--- config.mk ---
export PLATFORM = sky130hd
export DESIGN_NAME = imdl_top
export DESIGN_NICKNAME = d
export VERILOG_FILES = /design/src/core/imdl_pkg.sv /design/src/core/imdl_reg_if.sv /design/src/core/imdl_top.sv /design/src/core/imdl_axi_regs.sv
export SDC_FILE = /design/constraint.sdc
export NUM_CORES = 1
export LEC_CHECK = 0
export BUFFER_PORTS_ARGS = -buffer_cell sky130_fd_sc_hd__buf_4
export CORE_MARGIN = 2
export CORE_UTILIZATION = 55
export CTS_CLUSTER_SIZE = 10
export DETAILED_ROUTE_END_ITERATION = 10
export PLACE_DENSITY = 0.78
export SLEW_MARGIN = 20
export SYNTH_ARGS = -nofsm -noshare
export SYNTH_HDL_FRONTEND = slang
export SYNTH_SLANG_ARGS = --single-unit
--- constraint.sdc ---
create_clock -name aclk -period 5.05 [get_ports aclk]
set_input_delay 0.2525 -clock aclk [delete_from_list [all_inputs] [get_ports aclk]]
set_output_delay 0.2525 -clock aclk [all_outputs]
set_load 0.01 [all_outputs]
--- src/core/imdl_pkg.sv ---
// constants and types shared by the internal memory dump/load command block
package imdl_pkg;
  // register byte addresses on the control bus
  localparam logic [31:0] REG_CTRL = 32'h0000_0000;
  localparam logic [31:0] REG_CMD_BASE = 32'h0000_0004;
  localparam logic [31:0] REG_STATUS = 32'h0000_0008;
  localparam logic [31:0] REG_MOVED = 32'h0000_000C;
  localparam int REG_SEL_LSB = 2;

  // control register fields
  localparam int CTRL_START_BIT = 0;
  localparam int CTRL_HALTED_BIT = 1;
  localparam logic CTRL_HALTED_RESET = 1'b1;

  // status register fields
  localparam int STAT_BUSY_BIT = 0;
  localparam int STAT_DONE_BIT = 1;
  localparam int STAT_ERR_BIT = 2;
  localparam int STAT_CODE_LSB = 4;
  localparam int STAT_OP_LSB = 8;

  localparam logic [1:0] RESP_OKAY = 2'h0;
  localparam logic [1:0] RESP_SLVERR = 2'h2;

  localparam logic [17:0] CMD_BASE_RESET = 18'h00000;

  // function codes (printed in octal as 20 and 21)
  localparam logic [7:0] OP_DUMP = 8'h10;
  localparam logic [7:0] OP_LOAD = 8'h11;

  // host memory layout of command block and parameter block
  localparam int FETCH_WORDS = 8;
  localparam int CMD_WORDS = 3;
  localparam logic [17:0] WORD_STEP = 18'h00002;
  localparam logic [23:0] INT_STEP = 24'h000002;
  // parameter block offsets 0,2,4,6 and 10 octal (byte 8)
  localparam logic [4:0][17:0] PAR_OFF = {18'h00008, 18'h00006, 18'h00004, 18'h00002, 18'h00000};
  localparam int IX_OPCODE = 0;
  localparam int IX_CMD_LO = 1;
  localparam int IX_CMD_HI = 2;
  localparam int IX_COUNT = 3;
  localparam int IX_HOST_LO = 4;
  localparam int IX_HOST_HI = 5;
  localparam int IX_INT_LO = 6;
  localparam int IX_INT_HI = 7;

  // internal address windows
  localparam logic [23:0] DUMP_LO1 = 24'h000000;
  localparam logic [23:0] DUMP_HI1 = 24'h01FFFE;
  localparam logic [23:0] DUMP_LO2 = 24'h080000;
  localparam logic [23:0] DUMP_HI2 = 24'h083FFE;
  localparam logic [23:0] LOAD_LO = 24'h004400;
  localparam logic [23:0] LOAD_HALTED_HI = 24'h01FFFE;
  localparam logic [23:0] LOAD_READY_HI = 24'h006400;

  typedef enum logic [1:0] {
    ERR_NONE = 2'b00,
    ERR_OPCODE = 2'b01,
    ERR_RANGE = 2'b10
  } imdl_err_type;
endpackage

--- src/core/imdl_reg_if.sv ---
// link between the register slave and the command engine
`timescale 1ns/1ps
`default_nettype none
interface imdl_reg_if;
  import imdl_pkg::*;
  logic start;
  logic halted;
  logic [17:0] cmd_base;
  logic clr_done;
  logic clr_err;
  logic busy;
  logic done;
  logic error;
  imdl_err_type err_code;
  logic [7:0] opcode;
  logic [14:0] moved;
  modport regs (output start, output halted, output cmd_base, output clr_done, output clr_err,
    input busy, input done, input error, input err_code, input opcode, input moved);
  modport engine (input start, input halted, input cmd_base, input clr_done, input clr_err,
    output busy, output done, output error, output err_code, output opcode, output moved);
endinterface
`default_nettype wire

--- src/core/imdl_top.sv ---
// dump/load internal memory command engine with its register slave
//
// Notes on behaviour
// - opcode 20 octal copies the internal memory span into the host buffer.
// - opcode 21 octal copies host buffer words into internal memory.
// - word count comes from bits 15:1 of parameter word 0.
// - host buffer address is word 2 bits 15:1 plus word 4 bits 1:0.
// - internal address is word 6 bits 15:1 plus word 10 low byte.
// - dump may read 0 to 1FFFE and 80000 to 83FFE.
// - in halted state load may write 4400 to 1FFFE.
// - in ready state load may write only 4400 to 6400.
`timescale 1ns/1ps
`default_nettype none
module imdl_top
  import imdl_pkg::*;
#(
  parameter int COUNT_W = 15
)
(
  // clock and reset
  input wire logic aclk,
  input wire logic aresetn,
  // axi4-lite write channels
  input wire logic [31:0] s_axi_awaddr,
  input wire logic s_axi_awvalid,
  output logic s_axi_awready,
  input wire logic [31:0] s_axi_wdata,
  input wire logic [3:0] s_axi_wstrb,
  input wire logic s_axi_wvalid,
  output logic s_axi_wready,
  output logic [1:0] s_axi_bresp,
  output logic s_axi_bvalid,
  input wire logic s_axi_bready,
  // axi4-lite read channels
  input wire logic [31:0] s_axi_araddr,
  input wire logic s_axi_arvalid,
  output logic s_axi_arready,
  output logic [31:0] s_axi_rdata,
  output logic [1:0] s_axi_rresp,
  output logic s_axi_rvalid,
  input wire logic s_axi_rready,
  // host memory dma port
  output logic hmem_req,
  output logic hmem_we,
  output logic [17:0] hmem_addr,
  output logic [15:0] hmem_wdata,
  input wire logic [15:0] hmem_rdata,
  input wire logic hmem_ack,
  // internal memory port
  output logic imem_req,
  output logic imem_we,
  output logic [23:0] imem_addr,
  output logic [15:0] imem_wdata,
  input wire logic [15:0] imem_rdata,
  input wire logic imem_ack,
  // activity
  output logic busy
);
  typedef enum logic [2:0] {
    ST_IDLE = 3'b000,
    ST_FETCH = 3'b001,
    ST_CHECK = 3'b010,
    ST_SRC = 3'b011,
    ST_DST = 3'b100
  } imdl_state_type;

  typedef struct packed {
    imdl_state_type state;
    logic [3:0] idx;
    logic [FETCH_WORDS-1:0][15:0] words;
    logic halted;
    logic is_load;
    logic hreq;
    logic hwe;
    logic [17:0] haddr;
    logic [15:0] hwdata;
    logic ireq;
    logic iwe;
    logic [23:0] iaddr;
    logic [15:0] iwdata;
    logic [COUNT_W-1:0] remaining;
    logic [COUNT_W-1:0] moved;
    logic busy;
    logic done;
    logic error;
    imdl_err_type err_code;
    logic [7:0] opcode;
  } imdl_engine_type;

  imdl_engine_type r;
  imdl_engine_type next_r;
  imdl_reg_if rif ();

  imdl_axi_regs imdl_axi_regs_inst (
    .aclk(aclk),
    .aresetn(aresetn),
    .s_axi_awaddr(s_axi_awaddr),
    .s_axi_awvalid(s_axi_awvalid),
    .s_axi_awready(s_axi_awready),
    .s_axi_wdata(s_axi_wdata),
    .s_axi_wstrb(s_axi_wstrb),
    .s_axi_wvalid(s_axi_wvalid),
    .s_axi_wready(s_axi_wready),
    .s_axi_bresp(s_axi_bresp),
    .s_axi_bvalid(s_axi_bvalid),
    .s_axi_bready(s_axi_bready),
    .s_axi_araddr(s_axi_araddr),
    .s_axi_arvalid(s_axi_arvalid),
    .s_axi_arready(s_axi_arready),
    .s_axi_rdata(s_axi_rdata),
    .s_axi_rresp(s_axi_rresp),
    .s_axi_rvalid(s_axi_rvalid),
    .s_axi_rready(s_axi_rready),
    .eng(rif.regs)
  );

  // fields decoded from the fetched words
  logic [17:0] par_base;
  logic [COUNT_W-1:0] word_count;
  logic [17:0] host_buffer_base;
  logic [23:0] internal_buffer_base;
  logic [24:0] span_last;
  logic span_ok;

  // only bits 1:0 of command word 4 count; its high byte is never looked at
  assign par_base = {r.words[IX_CMD_HI][1:0], r.words[IX_CMD_LO][15:1], 1'b0};
  assign word_count = r.words[IX_COUNT][15:1];
  assign host_buffer_base = {r.words[IX_HOST_HI][1:0], r.words[IX_HOST_LO][15:1], 1'b0};
  assign internal_buffer_base = {r.words[IX_INT_HI][7:0], r.words[IX_INT_LO][15:1], 1'b0};
  // last word touched; a span that runs past the top of the address space fails
  assign span_last = {1'b0, internal_buffer_base} + {9'h000, word_count - 15'h0001, 1'b0};

  always_comb
  begin
    span_ok = 1'b0;
    if (span_last[24])
      span_ok = 1'b0;
    // decoded from the fetched opcode, since is_load is only registered after this check
    else if (r.words[IX_OPCODE][7:0] != OP_LOAD)
      span_ok = (internal_buffer_base >= DUMP_LO1 && span_last[23:0] <= DUMP_HI1) ||
        (internal_buffer_base >= DUMP_LO2 && span_last[23:0] <= DUMP_HI2);
    else if (r.halted)
      span_ok = internal_buffer_base >= LOAD_LO && span_last[23:0] <= LOAD_HALTED_HI;
    else
      span_ok = internal_buffer_base >= LOAD_LO && span_last[23:0] <= LOAD_READY_HI;
  end

  assign hmem_req = r.hreq;
  assign hmem_we = r.hwe;
  assign hmem_addr = r.haddr;
  assign hmem_wdata = r.hwdata;
  assign imem_req = r.ireq;
  assign imem_we = r.iwe;
  assign imem_addr = r.iaddr;
  assign imem_wdata = r.iwdata;
  assign busy = r.busy;
  assign rif.busy = r.busy;
  assign rif.done = r.done;
  assign rif.error = r.error;
  assign rif.err_code = r.err_code;
  assign rif.opcode = r.opcode;
  assign rif.moved = r.moved;

  always_comb
  begin
    next_r = r;
    // software clears first so that a completion in the same cycle wins
    if (rif.clr_done)
      next_r.done = 1'b0;
    if (rif.clr_err)
      next_r.error = 1'b0;
    case (r.state)
      ST_IDLE:
      begin
        // a start while busy is never seen here and is dropped
        if (rif.start)
        begin
          next_r.state = ST_FETCH;
          next_r.idx = 4'h0;
          next_r.halted = rif.halted;
          next_r.busy = 1'b1;
          next_r.done = 1'b0;
          next_r.error = 1'b0;
          next_r.err_code = ERR_NONE;
          next_r.moved = '0;
        end
      end
      ST_FETCH:
      begin
        if (!r.hreq)
        begin
          next_r.hreq = 1'b1;
          next_r.hwe = 1'b0;
          if (r.idx < 4'(CMD_WORDS))
            next_r.haddr = 18'(rif.cmd_base + {13'h0000, r.idx, 1'b0});
          else
            next_r.haddr = 18'(par_base + PAR_OFF[3'(r.idx - 4'(CMD_WORDS))]);
        end
        else if (hmem_ack)
        begin
          next_r.hreq = 1'b0;
          next_r.words[3'(r.idx)] = hmem_rdata;
          next_r.idx = r.idx + 4'h1;
          if (r.idx == 4'(FETCH_WORDS - 1))
            next_r.state = ST_CHECK;
        end
      end
      ST_CHECK:
      begin
        next_r.opcode = r.words[IX_OPCODE][7:0];
        next_r.is_load = r.words[IX_OPCODE][7:0] == OP_LOAD;
        next_r.remaining = word_count;
        next_r.haddr = host_buffer_base;
        next_r.iaddr = internal_buffer_base;
        if (r.words[IX_OPCODE][7:0] != OP_DUMP && r.words[IX_OPCODE][7:0] != OP_LOAD)
        begin
          next_r.state = ST_IDLE;
          next_r.busy = 1'b0;
          next_r.error = 1'b1;
          next_r.err_code = ERR_OPCODE;
        end
        else if (word_count == '0)
        begin
          next_r.state = ST_IDLE;
          next_r.busy = 1'b0;
          next_r.done = 1'b1;
        end
        else if (!span_ok)
        begin
          next_r.state = ST_IDLE;
          next_r.busy = 1'b0;
          next_r.error = 1'b1;
          next_r.err_code = ERR_RANGE;
        end
        else
        begin
          next_r.state = ST_SRC;
          if (r.words[IX_OPCODE][7:0] == OP_DUMP)
          begin
            next_r.ireq = 1'b1;
            next_r.iwe = 1'b0;
          end
          else
          begin
            next_r.hreq = 1'b1;
            next_r.hwe = 1'b0;
          end
        end
      end
      ST_SRC:
      begin
        if (!r.is_load && imem_ack)
        begin
          // dump: internal word goes out to the host buffer
          next_r.ireq = 1'b0;
          next_r.hreq = 1'b1;
          next_r.hwe = 1'b1;
          next_r.hwdata = imem_rdata;
          next_r.state = ST_DST;
        end
        else if (r.is_load && hmem_ack)
        begin
          next_r.hreq = 1'b0;
          next_r.ireq = 1'b1;
          next_r.iwe = 1'b1;
          next_r.iwdata = hmem_rdata;
          next_r.state = ST_DST;
        end
      end
      ST_DST:
      begin
        if ((!r.is_load && hmem_ack) || (r.is_load && imem_ack))
        begin
          next_r.hreq = 1'b0;
          next_r.ireq = 1'b0;
          next_r.hwe = 1'b0;
          next_r.iwe = 1'b0;
          next_r.haddr = r.haddr + WORD_STEP;
          next_r.iaddr = r.iaddr + INT_STEP;
          next_r.remaining = r.remaining - 15'h0001;
          next_r.moved = r.moved + 15'h0001;
          if (r.remaining == 15'h0001)
          begin
            next_r.state = ST_IDLE;
            next_r.busy = 1'b0;
            next_r.done = 1'b1;
          end
          else
          begin
            next_r.state = ST_SRC;
            next_r.ireq = !r.is_load;
            next_r.hreq = r.is_load;
          end
        end
      end
      default:
      begin
        next_r.state = ST_IDLE;
        next_r.busy = 1'b0;
      end
    endcase
  end

  always_ff @(posedge aclk)
  begin
    if (!aresetn)
      r <= '0;
    else
      r <= next_r;
  end
endmodule
`default_nettype wire

--- src/core/imdl_axi_regs.sv ---
// axi4-lite register slave of the dump/load command block
`timescale 1ns/1ps
`default_nettype none
module imdl_axi_regs
  import imdl_pkg::*;
(
  // clock and reset
  input wire logic aclk,
  input wire logic aresetn,
  // write address and data
  input wire logic [31:0] s_axi_awaddr,
  input wire logic s_axi_awvalid,
  output logic s_axi_awready,
  input wire logic [31:0] s_axi_wdata,
  input wire logic [3:0] s_axi_wstrb,
  input wire logic s_axi_wvalid,
  output logic s_axi_wready,
  // write response
  output logic [1:0] s_axi_bresp,
  output logic s_axi_bvalid,
  input wire logic s_axi_bready,
  // read address and data
  input wire logic [31:0] s_axi_araddr,
  input wire logic s_axi_arvalid,
  output logic s_axi_arready,
  output logic [31:0] s_axi_rdata,
  output logic [1:0] s_axi_rresp,
  output logic s_axi_rvalid,
  input wire logic s_axi_rready,
  // engine side
  imdl_reg_if.regs eng
);
  typedef struct packed {
    logic aw_got;
    logic [31:0] awaddr;
    logic w_got;
    logic [31:0] wdata;
    logic [3:0] wstrb;
    logic bvalid;
    logic [1:0] bresp;
    logic rvalid;
    logic [31:0] rdata;
    logic [1:0] rresp;
    logic start;
    logic halted;
    logic [17:0] cmd_base;
    logic clr_done;
    logic clr_err;
  } imdl_slave_type;

  imdl_slave_type r;
  imdl_slave_type next_r;

  function automatic logic [31:0] merge(input logic [31:0] old, input logic [31:0] val, input logic [3:0] strb);
    logic [31:0] m;
    m = old;
    for (int i = 0; i < 4; i++)
    begin
      if (strb[i])
        m[i*8 +: 8] = val[i*8 +: 8];
    end
    return m;
  endfunction

  assign s_axi_awready = !r.aw_got && !r.bvalid;
  assign s_axi_wready = !r.w_got && !r.bvalid;
  assign s_axi_arready = !r.rvalid;
  assign s_axi_bvalid = r.bvalid;
  assign s_axi_bresp = r.bresp;
  assign s_axi_rvalid = r.rvalid;
  assign s_axi_rdata = r.rdata;
  assign s_axi_rresp = r.rresp;
  assign eng.start = r.start;
  assign eng.halted = r.halted;
  assign eng.cmd_base = r.cmd_base;
  assign eng.clr_done = r.clr_done;
  assign eng.clr_err = r.clr_err;

  always_comb
  begin
    logic [31:0] m;
    m = 32'h0000_0000;
    next_r = r;
    next_r.start = 1'b0;
    next_r.clr_done = 1'b0;
    next_r.clr_err = 1'b0;
    if (s_axi_awvalid && s_axi_awready)
    begin
      next_r.aw_got = 1'b1;
      next_r.awaddr = s_axi_awaddr;
    end
    if (s_axi_wvalid && s_axi_wready)
    begin
      next_r.w_got = 1'b1;
      next_r.wdata = s_axi_wdata;
      next_r.wstrb = s_axi_wstrb;
    end
    if (r.aw_got && r.w_got)
    begin
      next_r.aw_got = 1'b0;
      next_r.w_got = 1'b0;
      next_r.bvalid = 1'b1;
      next_r.bresp = RESP_OKAY;
      m = merge(32'h0000_0000, r.wdata, r.wstrb);
      if (r.awaddr[31:REG_SEL_LSB] == REG_CTRL[31:REG_SEL_LSB])
      begin
        m = merge({30'h0, r.halted, 1'b0}, r.wdata, r.wstrb);
        next_r.start = m[CTRL_START_BIT];
        next_r.halted = m[CTRL_HALTED_BIT];
      end
      else if (r.awaddr[31:REG_SEL_LSB] == REG_CMD_BASE[31:REG_SEL_LSB])
      begin
        m = merge({14'h0, r.cmd_base}, r.wdata, r.wstrb);
        // command block is word aligned, low bit held at zero
        next_r.cmd_base = {m[17:1], 1'b0};
      end
      else if (r.awaddr[31:REG_SEL_LSB] == REG_STATUS[31:REG_SEL_LSB])
      begin
        next_r.clr_done = m[STAT_DONE_BIT];
        next_r.clr_err = m[STAT_ERR_BIT];
      end
      else if (r.awaddr[31:REG_SEL_LSB] != REG_MOVED[31:REG_SEL_LSB])
        next_r.bresp = RESP_SLVERR;
    end
    if (r.bvalid && s_axi_bready)
      next_r.bvalid = 1'b0;
    if (r.rvalid && s_axi_rready)
      next_r.rvalid = 1'b0;
    if (s_axi_arvalid && s_axi_arready)
    begin
      next_r.rvalid = 1'b1;
      next_r.rresp = RESP_OKAY;
      next_r.rdata = 32'h0000_0000;
      if (s_axi_araddr[31:REG_SEL_LSB] == REG_CTRL[31:REG_SEL_LSB])
        next_r.rdata[CTRL_HALTED_BIT] = r.halted;
      else if (s_axi_araddr[31:REG_SEL_LSB] == REG_CMD_BASE[31:REG_SEL_LSB])
        next_r.rdata[17:0] = r.cmd_base;
      else if (s_axi_araddr[31:REG_SEL_LSB] == REG_STATUS[31:REG_SEL_LSB])
      begin
        next_r.rdata[STAT_BUSY_BIT] = eng.busy;
        next_r.rdata[STAT_DONE_BIT] = eng.done;
        next_r.rdata[STAT_ERR_BIT] = eng.error;
        next_r.rdata[STAT_CODE_LSB +: 2] = eng.err_code;
        next_r.rdata[STAT_OP_LSB +: 8] = eng.opcode;
      end
      else if (s_axi_araddr[31:REG_SEL_LSB] == REG_MOVED[31:REG_SEL_LSB])
        next_r.rdata[14:0] = eng.moved;
      else
        next_r.rresp = RESP_SLVERR;
    end
  end

  always_ff @(posedge aclk)
  begin
    if (!aresetn)
    begin
      r <= '0;
      r.halted <= CTRL_HALTED_RESET;
      r.cmd_base <= CMD_BASE_RESET;
    end
    else
      r <= next_r;
  end
endmodule
`default_nettype wire

# Word-level counts from Yosys, hierarchy flattened
# Memories as Yosys holds them, arrays and structs flattened.
# Cells that the tools add are included.
[classes]
n_addsub = 10
multipliers = 0
n_div = 0
order_cmp = 10
eq_ne = 35
shifts = 0
mux = 85
bitwise = 7
n_reduce_logical = 61
[op_table]
columns = ["op", "n"]
rows = [
  ["2-to-1 mux 135 bit", 2],
  ["bitwise mux 128 bit", 1],
  ["== test 30 x 2 -> 1 bit, second input constant", 3],
  ["== test 30 x 1 -> 1 bit, second input constant", 2],
  ["zero test 30 bit", 2],
  ["one-hot mux 15 bit (2 select lines)", 2],
  ["one-hot mux 18 bit (3 select lines)", 1],
  ["demux 16 bit (select 3 bit)", 1],
  ["2-to-1 mux 16 bit", 3],
  ["2-to-1 mux 2 bit", 24],
  ["one-hot mux 24 bit (2 select lines)", 1],
  ["2-to-1 mux 20 bit", 2],
  ["2-to-1 mux 18 bit", 2],
  ["2-to-1 mux 35 bit", 1],
  ["2-to-1 mux 32 bit", 1],
  ["inequality test 30 x 2 -> 1 bit, second input constant", 1],
  ["subtractor 15 x 1 -> 15 bit, second input constant", 2],
  ["inequality test 2 bit, second input constant", 14],
  ["2-to-1 mux 3 bit", 9],
  ["2-to-1 mux 26 bit", 1],
  ["adder 24 x 16 -> 25 bit", 1],
  ["adder 24 x 2 -> 24 bit, second input constant", 1],
  [">= comparator 24 x 1 -> 1 bit, second input constant", 1],
  [">= comparator 24 x 15 -> 1 bit, second input constant", 1],
  ["other kinds (52)", 129],
]
[word_totals]
regBits = 358
latch_bits = 0
mem_bits_rw = 0
romBits = 144
in_bits = 141
out_inout_bits = 120
wordCells = 253
memories = 1
[mem_list]
columns = ["name", "depth", "word_bits", "rd", "rd_clocked_by_memory_dff", "wr", "line_no", "text"]
rows = [
  ["(name not given)", 8, 18, 1, 0, 0, "imdl_top.sv:197", "next_r.haddr = 18'(par_base + PAR_OFF[3'(r.idx - 4'(CMD_WORDS))]);"],
]

# Longest topological paths before layout
# Gate-level depths: netlist of the first run.
[logic_depth]
word_depth = 11
mapped_depth = 17
depth_no_buf = 17

# Hierarchy
# A second synthesis of the first run with hierarchy kept.
[hier_totals]
hier_cells = 2178
hier_area_um2 = 17118.9
[by_module_without_submodules]
columns = ["mod", "instances", "cells_per_inst", "area_each_um2", "seq_area_each_um2"]
rows = [
  ["imdl_top", 1, 1626, 12613.3, 4184.0],
  ["imdl_axi_regs", 1, 552, 4505.6, 1921.8],
]

# Worst setup path before layout of the first run
# Ideal clock, no wire load.
[synth_path]
path_kind = "register -> register"
start = "reg r[174] in the netlist's numbering"
end = "reg r (netlist bit imem_we)"
setup_time_ns = 0.091
t_arrival_ns = 4.129
t_required_ns = 4.959
path_slack_ns = 0.830
path_stages_with_launch = 18
path_buffers = 0
synth_period_minus_slack_ns = 4.220
path_cell_list = "dfxtp_1 > or4_1 > nor2_1 > nand2_1 > nor3_1 > nand2_1 > xnor2_1 > ha_1 > nand2_1 > or3_1 > a211o_1 > o21ai_1 > xnor2_2 > nand3_1 > o32a_1 > o31ai_4 > a31oi_1 > a311oi_1"
[synth_via]
elab_chain_len = 9
elab_cells_between_ends = 17
classes_between = "add/sub (2); order compare (3); eq/ne (2); mux (3); reduce/logical (7)"
[synth_rtl]
columns = ["element", "line_no", "text"]
rows = [
  ["start: declaration", "imdl_top.sv:90", "imdl_engine_type r;"],
  ["start signal: assignment", "imdl_top.sv:309", "r <= next_r;"],
  ["subtractor 15 x 1 -> 15 bit", "imdl_top.sv:131", "assign span_last = {1'b0, internal_buffer_base} + {9'h000, word_count - 15'h0001, 1'b0};"],
  ["adder 24 x 16 -> 25 bit", "imdl_top.sv:131", ""],
  ["<= comparator 24 x 15 -> 1 bit (tied with other cells)", "imdl_top.sv:145", "span_ok = internal_buffer_base >= LOAD_LO && span_last[23:0] <= LOAD_READY_HI;"],
  ["logical AND 1 bit, on equally long branches", "--", ""],
  ["2-to-1 mux 1 bit or logical OR 1 bit (tied branches)", "imdl_top.sv:142, imdl_top.sv:140", ""],
  ["2-to-1 mux 1 bit", "imdl_top.sv:139", "else if (r.words[IX_OPCODE][7:0] != OP_LOAD)"],
  ["2-to-1 mux 1 bit", "imdl_top.sv:136", "if (span_last[24])"],
  ["inequality test 2 bit (no source line)", "--", ""],
  ["AND reduction 8 bit (no source line) *", "--", ""],
]
# Every way passes the cells marked *; elsewhere a longest branch is shown, timed or not.
# A chain may end at the register's enable or synchronous reset.

# Final worst setup path of the first run
[layout_path]
start = "reg r[174] in the netlist's numbering"
end = "reg r[255] in the netlist's numbering"
[layout_via]
elab_chain_len = 11
elab_cells_between_ends = 18
classes_between = "add/sub (2); order compare (3); mux (7); reduce/logical (6)"
[layout_rtl]
columns = ["element", "line_no", "text"]
rows = [
  ["subtractor 15 x 1 -> 15 bit", "imdl_top.sv:131", ""],
  ["adder 24 x 16 -> 25 bit", "imdl_top.sv:131", ""],
  ["<= comparator 24 x 15 -> 1 bit (tied with other cells)", "imdl_top.sv:145", ""],
  ["logical AND 1 bit, on equally long branches", "--", ""],
  ["2-to-1 mux 1 bit or logical OR 1 bit (tied branches)", "imdl_top.sv:142, imdl_top.sv:140", ""],
  ["2-to-1 mux 1 bit", "imdl_top.sv:139", ""],
  ["2-to-1 mux 1 bit", "imdl_top.sv:136", ""],
  ["2-to-1 mux 2 bit", "imdl_top.sv:228", "else if (!span_ok)"],
  ["2-to-1 mux 2 bit *", "imdl_top.sv:222", "else if (word_count == '0)"],
  ["2-to-1 mux 2 bit *", "imdl_top.sv:215", "if (r.words[IX_OPCODE][7:0] != OP_DUMP && r.words[IX_OPCODE][7:0] != OP_LOAD)"],
  ["one-hot mux 3 bit (5 select lines) *", "imdl_top.sv:172", "case (r.state)"],
]
# Marked as above.

==> results.py, run 1 <==
metrics = {
    "status": {
        "status": "complete, no violations",
    },
    "global_route": {
        "grt_start_max_net_pins": 154,
        "grt_usage_pct": 30.6,
        "grt.busiest_layer": "met2",
        "grtUsageMet3_pct": 4.98,
        "grt_antenna_before_repair": 0,
        "grt-ovfl-total": 0,
        "gr-usage-met2_pct": 52.4,
        "vias_in_the_first_global_route": 14800,
        "global_routing_met1_resource_utilization_pct": 37.2,
        "grt_first_pass_wirelength_um": 76500,
    },
    "synth": {
        "netlist_area_um2": 16100,
        "synthDistinctLibCells": 73,
        "yosysSeqAreaShare_pct": 37.7,
        "yosys_warnings": 0,
        "ys_seq_elements": 304,
        "synth_area_per_cell_um2": 7.54,
        "asyncSetResetFlopFracSynth_pct": 0,
        "synth-main-ff-cell": "dfxtp_1",
        "postSynthCellCount": 2139,
        "synth_edf_count": 0,
    },
    "floorplanning": {
        "die-area_um2": 30700,
        "core_um2": 28800,
        "placementRows": 62,
        "die_h_um": 175,
        "die_width_um": 175,
        "floorplan.initialDensity_pct": 56.0,
        "ios": 261,
    },
    "worst_setup_path": {
        "crit_slowest_cell": "or4_1",
        "r2r_end": "r[255]$_SDFFE_PN0P_",
        "worst_reg2reg_startpoint": "r[174]$_SDFFE_PN0P_",
        "ff2ff_path_depth": 16,
        "cells_traversed_along_the_worst_timing_path": "or4_1 -> nor2_1 -> nand2_1 -> nor4_1 -> xor2_1 -> ha_1 -> nand2_1 -> or3_1 -> a211o_1 -> o21ai_2 -> xnor2_2 -> nand3_1 -> o32a_1 -> nor3_1 -> nand2_1 -> a221oi_2",
        "crit_required_ps": 5480,
        "crit_start": "r[174]$_SDFFE_PN0P_",
        "worst_path_most_repeated_cell": "nand2_1",
        "crit_family": "simple AND/OR/NAND/NOR gates",
        "timing.critical_path.to_type": "flop",
        "setup.reg_to_reg.worst_slack_ps": 310,
        "critical_path.max_stage_delay_ps": 570,
        "critPathLaunchType": "flop",
        "cp_max_fo": 7,
        "crit_cells": 16,
        "cp.buffers_inverters": 0,
        "timing.critical_path.to": "r[255]$_SDFFE_PN0P_",
        "timing.critical_path.arrival_ps": 5170,
        "worst-setup-path-type": "reg -> reg",
    },
    "timing": {
        "smallest_setup_slack_after_layout_ps": 310,
        "timing_worst_slew_pin_value_ps": 1000,
        "min_period_over_period_pct": 93.9,
        "setup-violations-final": 0,
        "maxSlewHeadroom_pct": 33.3,
        "final-max-slew-violation-count": 0,
        "final.setup_skew_ps": 17.7,
        "timing.setup.tns_ps": 0,
        "final.min_clock_period_ps": 4740,
        "grt_setup_unrepaired": "no",
        "max_freq_mhz": 211,
        "timing.final.hold_violations": 0,
    },
    "pwr": {
        "power_frac_comb_pct": 11.3,
        "power.share.sequential_pct": 46.2,
        "power.ir.vdd_worst_mv": 0.210,
        "p_sw_share_pct": 25.9,
        "power_frac_clock_pct": 42.4,
        "cellInternalPower_mw": 4.08,
        "power_density_nw_per_um2": 292,
        "power.net_switching_mw": 1.42,
        "leakage_nw": 7.35,
    },
    "clock_network": {
        "cts-root-to-sink-buffers": 3,
        "cts_tree": "built",
        "cts-buffers-inserted": 37,
        "clock_tree.htree_level_count": 2,
        "ctsRootBufferMaster": "clkbuf_16",
        "cts.clk_slew.worst_paths_ps": 50,
        "cts_sinks": 304,
        "clk_lat_worst_skew_ps": 530,
    },
    "route": {
        "via_count_of_the_routed_design": 15700,
        "firstDrtPassIters": 9,
        "routed_wl_um": 48500,
        "avgViaCountPerCell": 5.90,
        "avgRoutedWirePerCell_um": 18.3,
        "violation_count_after_the_first_detailed_route_iteration": 1560,
        "drt.antenna.violating_nets": 0,
        "drc_errors": 0,
    },
    "finish": {
        "final_common_cell": "nand2_1",
        "post_route_cells_drive_above_1_share_pct": 13.6,
        "most_used_cells_in_the_layout_excluding_fill_and_tap_cells": "nand2_1 (447), dfxtp_1 (304), a21oi_1 (251), buf_4 (235), nor2_1 (202)",
        "final_core_util_pct": 65.5,
        "area_delta_synth_final_pct": 17.0,
        "num-nets-final": 2435,
        "final-instance-count-excl-fill": 2656,
        "finish.instance_area_um2": 18900,
        "antenna_cells_inserted": 0,
    },
    "run": {
        "cap_violations": 0,
    },
    "placed_design": {
        "numPortBuffers": 223,
        "detailedPlacementHpwl_um": 33000,
        "dp.cells": 2543,
        "place_worst_setup_slack_ps": 274,
        "finalWeightedCongestion": 0.914,
        "detailed_place.area_um2": 17200,
    },
    "worst_hold_path": {
        "hp-class": "in -> reg",
        "worst_hold_startpoint": "s_axi_awaddr[3]",
    },
}
tightest hold or removal path, cell delays in order:
cell     delay, ps
buf_4          110
nand2_1         50
a21oi_1         60
flip-flops by register name, summed over array words and instances (netlist names), 18 cells and up:
name / flops
imdl_axi_regs_inst.s_axi_rdata: 18
r: 47
imdl_axi_regs_inst.r: 53
internal_buffer_base: 23
imem_addr: 23
layer usage:
metal  wire length (um)  up-vias
li1                   -     7537
met1              18800     7335
met2              23600      655
met3               3750      146
met4               2340        0
met5                  0        -
cell type report:
type	instances	area, um2
clock inverters	5	51.3
repair buffers	299	2410
fillers	2412	9920
flip-flops and latches	304	6090
multi-input cells	1585	8720
clock buffers	45	976
well taps	384	480
inverters	34	135
power groups by stage:
stage | Clock, mW | Combinational, mW | Sequential (mW)
after floorplan | 0 | 0.389 | 2.56
after global placement | 0 | 0.557 | 2.59
after detailed placement | 0 | 0.568 | 2.59
after CTS | 2.36 | 0.611 | 2.54
after global routing | 2.47 | 0.679 | 2.55
final | 2.34 | 0.624 | 2.54
how the worst min path moves through the flow:
stage,cells after the start,endpoint,slack [ps]
floorplan,1,imdl_axi_regs_inst.s_axi_rvalid$_SDFFE_PN0P_,350
global placement,2,imdl_axi_regs_inst.s_axi_rvalid$_SDFFE_PN0P_,440
detailed placement,2,imdl_axi_regs_inst.s_axi_rvalid$_SDFFE_PN0P_,440
CTS,3,imdl_axi_regs_inst.s_axi_bvalid$_SDFFE_PP0P_,4
global route,3,imdl_axi_regs_inst.r[62]$_SDFFE_PN0P_,20
finish,3,imdl_axi_regs_inst.r[100]$_SDFFE_PN0P_,10
logic make-up (layout without fill, tap and decap cells):
kind of cell,count (synthesis),count (layout),synth area share (%)
XOR/XNOR,70,70,3.85
buffers and inverters,267,383,8.80
AO/OA/AOI/OAI,509,509,19.0
multiplexers,54,54,3.45
adder cells (fa/ha/maj),33,33,2.70
AND/OR/NAND/NOR,901,901,24.4
other,1,18,0.0233
flip-flops,304,304,37.7
stage by stage:
stage / hold WS (ps) / total power, mW
CTS: 3.86 / 5.51
detailed placement: 443 / 3.16
global route: 15.1 / 5.70
global placement: 436 / 3.14
floorplan: 352 / 2.95
finish: 10.9 / 5.50
what timing repair did:
action | 4_1_cts | 5_1_grt
endpoints found under the setup margin | 0 | 4
endpoints found under the hold margin | 62 | 0
setup buffers | 0 | 0
hold buffers | 63 | 0
gates resized for setup | 0 | 3
Yosys cell counts (all sizes together) (21+ instances only):
cell	number	area, um2
a21oi	251	1260
a22oi	25	188
a31oi	21	131
and3	23	144
buf	118	858
clkbuf	115	433
dfxtp	304	6090
ha	30	375
inv	34	128
mux2i	51	510
nand2	448	1680
nand3	67	335
nor2	205	769
nor3	37	190
nor4	30	200
o211ai	21	163
o21ai	89	445
xnor2	37	332
xor2	33	289
No activity file was read; power rests on OpenSTA's default activity.
==> inputs of run 2 (changes only) <==
--- a/config.mk
+++ b/config.mk
@@ -10,8 +10,9 @@
 export CORE_UTILIZATION = 55
 export CTS_CLUSTER_SIZE = 10
 export DETAILED_ROUTE_END_ITERATION = 10
-export PLACE_DENSITY = 0.78
+export PLACE_DENSITY = 0.74
 export SLEW_MARGIN = 20
 export SYNTH_ARGS = -nofsm -noshare
 export SYNTH_HDL_FRONTEND = slang
 export SYNTH_SLANG_ARGS = --single-unit
+export TNS_END_PERCENT = 1
==> run 2 against run 1 <==
  * Fmax decreased by 0.30%
  * Clock-buffer cell count increased by 2
  * Non-clock buffer count increased by 6
  * Worst hold slack improved by 14 ps
  * Via count decreased by 0.59%
  * First-iteration DRC count decreased by 17%
  * Cell area increased by 0.50%
  * Power increased by 1.3%
  * Highest routed layer unchanged
==> results.py, run 2 (same netlist as run 1, synthesis figures left out) <==
metrics = {
    "timing": {
        "final.setup_skew_ps": 27.1,
        "final.min_clock_period_ps": 4750,
        "timing.final.hold_violations": 0,
        "timing_worst_slew_pin_value_ps": 990,
        "max_freq_mhz": 210,
        "min_period_over_period_pct": 94.1,
        "setup-violations-final": 0,
        "final.hold.worst_slack_ps": 25.4,
        "final-max-slew-violation-count": 0,
        "maxSlewHeadroom_pct": 33.4,
        "timing.setup.tns_ps": 0,
        "grt_setup_unrepaired": "no",
    },
    "pwr": {
        "leakage_nw": 7.40,
        "power.ir.vdd_worst_mv": 0.197,
        "power_density_nw_per_um2": 294,
        "finalPower_mw": 5.58,
    },
    "global_route": {
        "grt-ovfl-total": 0,
        "grt_start_max_net_pins": 193,
        "grt_usage_pct": 30.1,
        "grt_antenna_before_repair": 0,
        "vias_in_the_first_global_route": 14600,
        "grt_first_pass_wirelength_um": 75300,
    },
    "worst_setup_path": {
        "crit_required_ps": 5460,
        "r2r_end": "r[255]$_SDFFE_PN0P_",
        "crit_cells": 16,
        "crit_slowest_cell": "or4_1",
        "setup.reg_to_reg.worst_slack_ps": 300,
        "worst_path_most_repeated_cell": "nand2_1",
        "critPathLaunchType": "flop",
        "crit_family": "simple AND/OR/NAND/NOR gates",
        "worst_reg2reg_startpoint": "r[174]$_SDFFE_PN0P_",
        "timing.critical_path.to_type": "flop",
        "worst-setup-path-type": "reg -> reg",
        "timing.critical_path.to": "r[255]$_SDFFE_PN0P_",
        "ff2ff_path_depth": 16,
        "crit_start": "r[174]$_SDFFE_PN0P_",
        "cells_traversed_along_the_worst_timing_path": "or4_1 -> nor2_1 -> nand2_1 -> nor4_1 -> xor2_1 -> ha_1 -> nand2_1 -> or3_1 -> a211o_1 -> o21ai_2 -> xnor2_2 -> nand3_1 -> o32a_1 -> nor3_1 -> nand2_1 -> a221oi_2",
        "cp_max_fo": 7,
        "critical_path.max_stage_delay_ps": 560,
        "cp.buffers_inverters": 0,
        "timing.critical_path.arrival_ps": 5170,
    },
    "finish": {
        "num-nets-final": 2441,
        "area_delta_synth_final_pct": 17.6,
        "max_ffs_per_register": 53,
        "biggestRegsByFlops": "imdl_axi_regs_inst.r: 53 flops, r: 47 flops",
        "final_common_cell": "nand2_1",
        "most_used_cells_in_the_layout_excluding_fill_and_tap_cells": "nand2_1 (447), dfxtp_1 (304), a21oi_1 (251), buf_4 (236), nor2_1 (202)",
        "antenna_cells_inserted": 0,
        "post_route_cells_drive_above_1_share_pct": 13.6,
        "finish.instance_area_um2": 19000,
        "registers.top_by_ff_count": "imdl_axi_regs_inst.r",
    },
    "route": {
        "via_count_of_the_routed_design": 15600,
        "avgViaCountPerCell": 5.85,
        "drt.antenna.violating_nets": 0,
        "drc_errors": 0,
        "firstDrtPassIters": 8,
        "violation_count_after_the_first_detailed_route_iteration": 1289,
        "avgRoutedWirePerCell_um": 18.0,
        "routed_wl_um": 48000,
    },
    "clock_network": {
        "clock_tree.htree_level_count": 2,
        "cts.clk_slew.worst_paths_ps": 60,
        "clk_lat_worst_skew_ps": 540,
        "cts-buffers-inserted": 37,
        "cts_sinks": 304,
        "cts-root-to-sink-buffers": 3,
        "ctsRootBufferMaster": "clkbuf_16",
        "cts_tree": "built",
    },
    "placed_design": {
        "finalWeightedCongestion": 0.914,
        "detailed_place.area_um2": 17200,
        "numPortBuffers": 223,
        "detailedPlacementHpwl_um": 33400,
    },
    "floorplanning": {
        "die_width_um": 175,
        "die_h_um": 175,
        "die-area_um2": 30700,
        "ios": 261,
        "placementRows": 62,
        "floorplan.initialDensity_pct": 56.0,
        "core_um2": 28800,
    },
    "worst_hold_path": {
        "hp-class": "in -> reg",
    },
    "run": {
        "cap_violations": 0,
    },
    "status": {
        "status": "complete, no violations",
    },
}
run 2: changes by cell type in the layout (fill, tap and decap cells not counted), moves of 2 or more:
cell,previous run,this run
clkbuf_8,2,4
o21ai_1,2,4
o21ai_0,86,84
dlygate4sd3_1,63,69
run 2: how the worst min path moves through the flow:
stage / start / to / slack [ps] / cells after the start
after floorplan: s_axi_rready / imdl_axi_regs_inst.s_axi_rvalid$_SDFFE_PN0P_ / 350 / 1
after global placement: s_axi_rready / imdl_axi_regs_inst.s_axi_rvalid$_SDFFE_PN0P_ / 440 / 2
after detailed placement: s_axi_rready / imdl_axi_regs_inst.s_axi_rvalid$_SDFFE_PN0P_ / 450 / 2
after CTS: s_axi_arvalid / imdl_axi_regs_inst.s_axi_rvalid$_SDFFE_PN0P_ / 8 / 3
after global routing: hmem_rdata[13] / internal_buffer_base[13]$_SDFFE_PN0P_ / 20 / 3
final: s_axi_arvalid / imdl_axi_regs_inst.s_axi_rvalid$_SDFFE_PN0P_ / 30 / 3
run 2: cell type report:
cell class,count,area (um2)
fillers,2470,9820
multi-input cells,1585,8720
flip-flops and latches,304,6090
repair buffers,305,2460
clock buffers,47,1020
well taps,384,480
inverters,34,140
clock inverters,3,41.3
run 2: where the power goes:
group          total [mW]  leakage [nW]  switching [mW]  internal [mW]
Clock                2.41         0.524           0.995           1.41
Combinational       0.620          4.42           0.363          0.258
Sequential           2.55          2.46          0.0770           2.47
Total                5.58          7.40            1.43           4.14
run 2: repair_timing:
item	CTS	global route
buffers inserted	0	1
setup endpoints to repair	0	7
hold buffers	69	0
hold endpoints to repair	69	0
resized for setup	0	5
run 2: per-stage QoR:
stage          std cells  worst slack (ps)  util, %
3_5_place_dp        2542               278     59.7
2_1_floorplan       2156               830        -
6_report            2662               296     65.9
3_3_place_gp        2542               303     59.6
5_1_grt             2662              34.9     65.9
4_1_cts             2661               248     65.8
run 2: layer usage:
metal  track usage [%]  routed length (um)  share of wire, %  vias up
li1                  -                   -                 -     7564
met1              37.9               19700                41     7337
met2              52.1               23400                49      567
met3              3.87                3040               6.3      112
met4              12.4                1900               4.0        0
met5                 0                   0                 0        -
run 2: tightest hold or removal path: cells and delay by family:
family                 cells  cell delay, ps
AND/OR/NAND/NOR            1              80
buffers and inverters      1             110
AO/OA/AOI/OAI              1              50
==> inputs of run 3 (changes only) <==
--- a/config.mk
+++ b/config.mk
@@ -11,6 +11,7 @@
 export CTS_CLUSTER_SIZE = 10
 export DETAILED_ROUTE_END_ITERATION = 10
 export PLACE_DENSITY = 0.74
+export RECOVER_POWER = 25
 export SLEW_MARGIN = 20
 export SYNTH_ARGS = -nofsm -noshare
 export SYNTH_HDL_FRONTEND = slang
==> run 3 against run 2 <==
  * Die area stayed put
  * Via count hardly changed
  * Worst setup slack better by 14 ps
  * Largest power group unchanged
  * Global-route usage stayed put
==> results.py, run 3 (same netlist as run 1, synthesis figures left out) <==
metrics = {
    "worst_setup_path": {
        "worst-setup-path-type": "reg -> reg",
        "cp.buffers_inverters": 0,
        "crit_family": "simple AND/OR/NAND/NOR gates",
        "cp_max_fo": 7,
        "crit_start": "r[174]$_SDFFE_PN0P_",
        "timing.critical_path.arrival_ps": 5150,
        "worst_reg2reg_startpoint": "r[174]$_SDFFE_PN0P_",
        "crit_required_ps": 5460,
        "critical_path.max_stage_delay_ps": 560,
        "cells_traversed_along_the_worst_timing_path": "or4_1 -> nor2_1 -> nand2_1 -> nor4_1 -> xor2_1 -> ha_1 -> nand2_1 -> or3_1 -> a211o_1 -> o21ai_2 -> xnor2_2 -> nand3_1 -> o32a_1 -> nor3_1 -> nand2_1 -> a221oi_2",
        "worst_path_most_repeated_cell": "nand2_1",
        "critPathLaunchType": "flop",
        "timing.critical_path.to_type": "flop",
        "crit_slowest_cell": "or4_1",
    },
    "route": {
        "avgRoutedWirePerCell_um": 18.1,
        "violation_count_after_the_first_detailed_route_iteration": 1205,
        "drc_errors": 0,
        "firstDrtPassIters": 9,
        "drt.antenna.violating_nets": 0,
        "routed_wl_um": 48200,
        "avgViaCountPerCell": 5.85,
        "via_count_of_the_routed_design": 15600,
    },
    "pwr": {
        "power_density_nw_per_um2": 299,
        "leakage_nw": 6.97,
        "cellInternalPower_mw": 4.12,
        "power.share.sequential_pct": 45.8,
        "power_frac_comb_pct": 10.8,
        "finalPower_mw": 5.55,
        "power.net_switching_mw": 1.43,
        "power_frac_clock_pct": 43.4,
        "p_sw_share_pct": 25.8,
        "power.ir.vdd_worst_mv": 0.197,
    },
    "global_route": {
        "grt_usage_pct": 30.1,
        "vias_in_the_first_global_route": 14600,
        "grt-ovfl-total": 0,
        "grt_start_max_net_pins": 193,
        "grt_first_pass_wirelength_um": 75300,
        "grt_antenna_before_repair": 0,
    },
    "floorplanning": {
        "die_width_um": 175,
        "die-area_um2": 30700,
        "floorplan.initialDensity_pct": 56.0,
        "die_h_um": 175,
        "core_um2": 28800,
        "placementRows": 62,
        "ios": 261,
    },
    "clock_network": {
        "cts_sinks": 304,
        "ctsRootBufferMaster": "clkbuf_16",
        "cts_tree": "built",
        "cts-root-to-sink-buffers": 3,
        "clk_lat_worst_skew_ps": 540,
        "clock_tree.htree_level_count": 2,
        "cts.clk_slew.worst_paths_ps": 60,
        "cts-buffers-inserted": 37,
    },
    "timing": {
        "min_period_over_period_pct": 93.9,
        "max_freq_mhz": 211,
        "timing.final.hold_violations": 0,
        "timing.setup.tns_ps": 0,
        "maxSlewHeadroom_pct": 33.2,
        "setup-violations-final": 0,
        "grt_setup_unrepaired": "no",
        "timing_worst_slew_pin_value_ps": 993,
        "smallest_setup_slack_after_layout_ps": 310,
        "final.setup_skew_ps": 31.4,
        "final.min_clock_period_ps": 4740,
        "final-max-slew-violation-count": 0,
    },
    "worst_hold_path": {
        "worst_hold_startpoint": "s_axi_arvalid",
        "hp-class": "in -> reg",
    },
    "finish": {
        "final_common_cell": "nand2_1",
        "area_delta_synth_final_pct": 15.2,
        "registers.top_by_ff_count": "imdl_axi_regs_inst.r",
        "antenna_cells_inserted": 0,
        "num-nets-final": 2441,
        "biggestRegsByFlops": "imdl_axi_regs_inst.r: 53 flops, r: 47 flops",
        "max_ffs_per_register": 53,
        "post_route_cells_drive_above_1_share_pct": 9.22,
        "most_used_cells_in_the_layout_excluding_fill_and_tap_cells": "nand2_1 (447), dfxtp_1 (304), a21oi_1 (251), nor2_1 (202), buf_4 (136)",
        "finish.instance_area_um2": 18600,
    },
    "run": {
        "cap_violations": 0,
    },
    "status": {
        "status": "complete, no violations",
    },
    "placed_design": {
        "place_worst_setup_slack_ps": 278,
        "numPortBuffers": 223,
        "detailed_place.area_um2": 17200,
        "detailedPlacementHpwl_um": 33400,
        "finalWeightedCongestion": 0.914,
    },
}
-- run 3: worst reg2reg max path: cells and delay by family (launching register included) --
kind,cells,cell delay [ps]
and+or+nand+nor,9,2280
adders and majority gates,1,430
AOI/OAI and AO/OA,4,1260
DFF,1,370
xor gates and xnor gates,2,300
-- run 3: power by group through the flow --
stage          Combinational, mW  Clock, mW  Sequential [mW]
2_1_floorplan              0.389          0             2.56
3_3_place_gp               0.553          0             2.59
3_5_place_dp               0.565          0             2.59
4_1_cts                    0.610       2.44             2.54
5_1_grt                    0.654       2.53             2.55
6_report                   0.599       2.41             2.54
-- run 3: per-stage QoR --
step / util (%) / instances / hold WS [ps]
5_1_grt: 64.6 / 2662 / 23.9
2_1_floorplan: - / 2156 / 352
3_5_place_dp: 59.7 / 2542 / 446
6_report: 64.6 / 2662 / 25.9
3_3_place_gp: 59.6 / 2542 / 439
4_1_cts: 65.8 / 2661 / 8.35
-- run 3: final cells by class --
cell class	count	area, um2
Tap cell	384	480
Sequential cell	304	6090
Multi-Input combinational cell	1585	8720
Fill cell	2574	10200
Clock inverter	3	41.3
Inverter	34	140
Clock buffer	47	1020
Timing Repair Buffer	305	2090
-- run 3: repair_timing --
item,CTS,global route
resized for setup,0,5
setup endpoints to repair,0,7
hold buffers,69,0
hold endpoints to repair,69,0
buffers inserted,0,1
-- run 3: worst paths after layout --
kind	slack, ps	endpoint	cells after the start
worst max-delay path	310	r[255]$_SDFFE_PN0P_	16
worst max register to register	310	r[255]$_SDFFE_PN0P_	16
worst min register to register	450	hmem_wdata[1]$_SDFFE_PN0P_	2
worst min-delay path	30	imdl_axi_regs_inst.s_axi_rvalid$_SDFFE_PN0P_	3
-- run 3: metal layers --
metal  part of all wire (%)  global-route usage [%]
met3                    6.2                    3.87
met5                      0                       0
met1                     41                    37.9
met4                    4.0                    12.4
met2                     48                    52.1
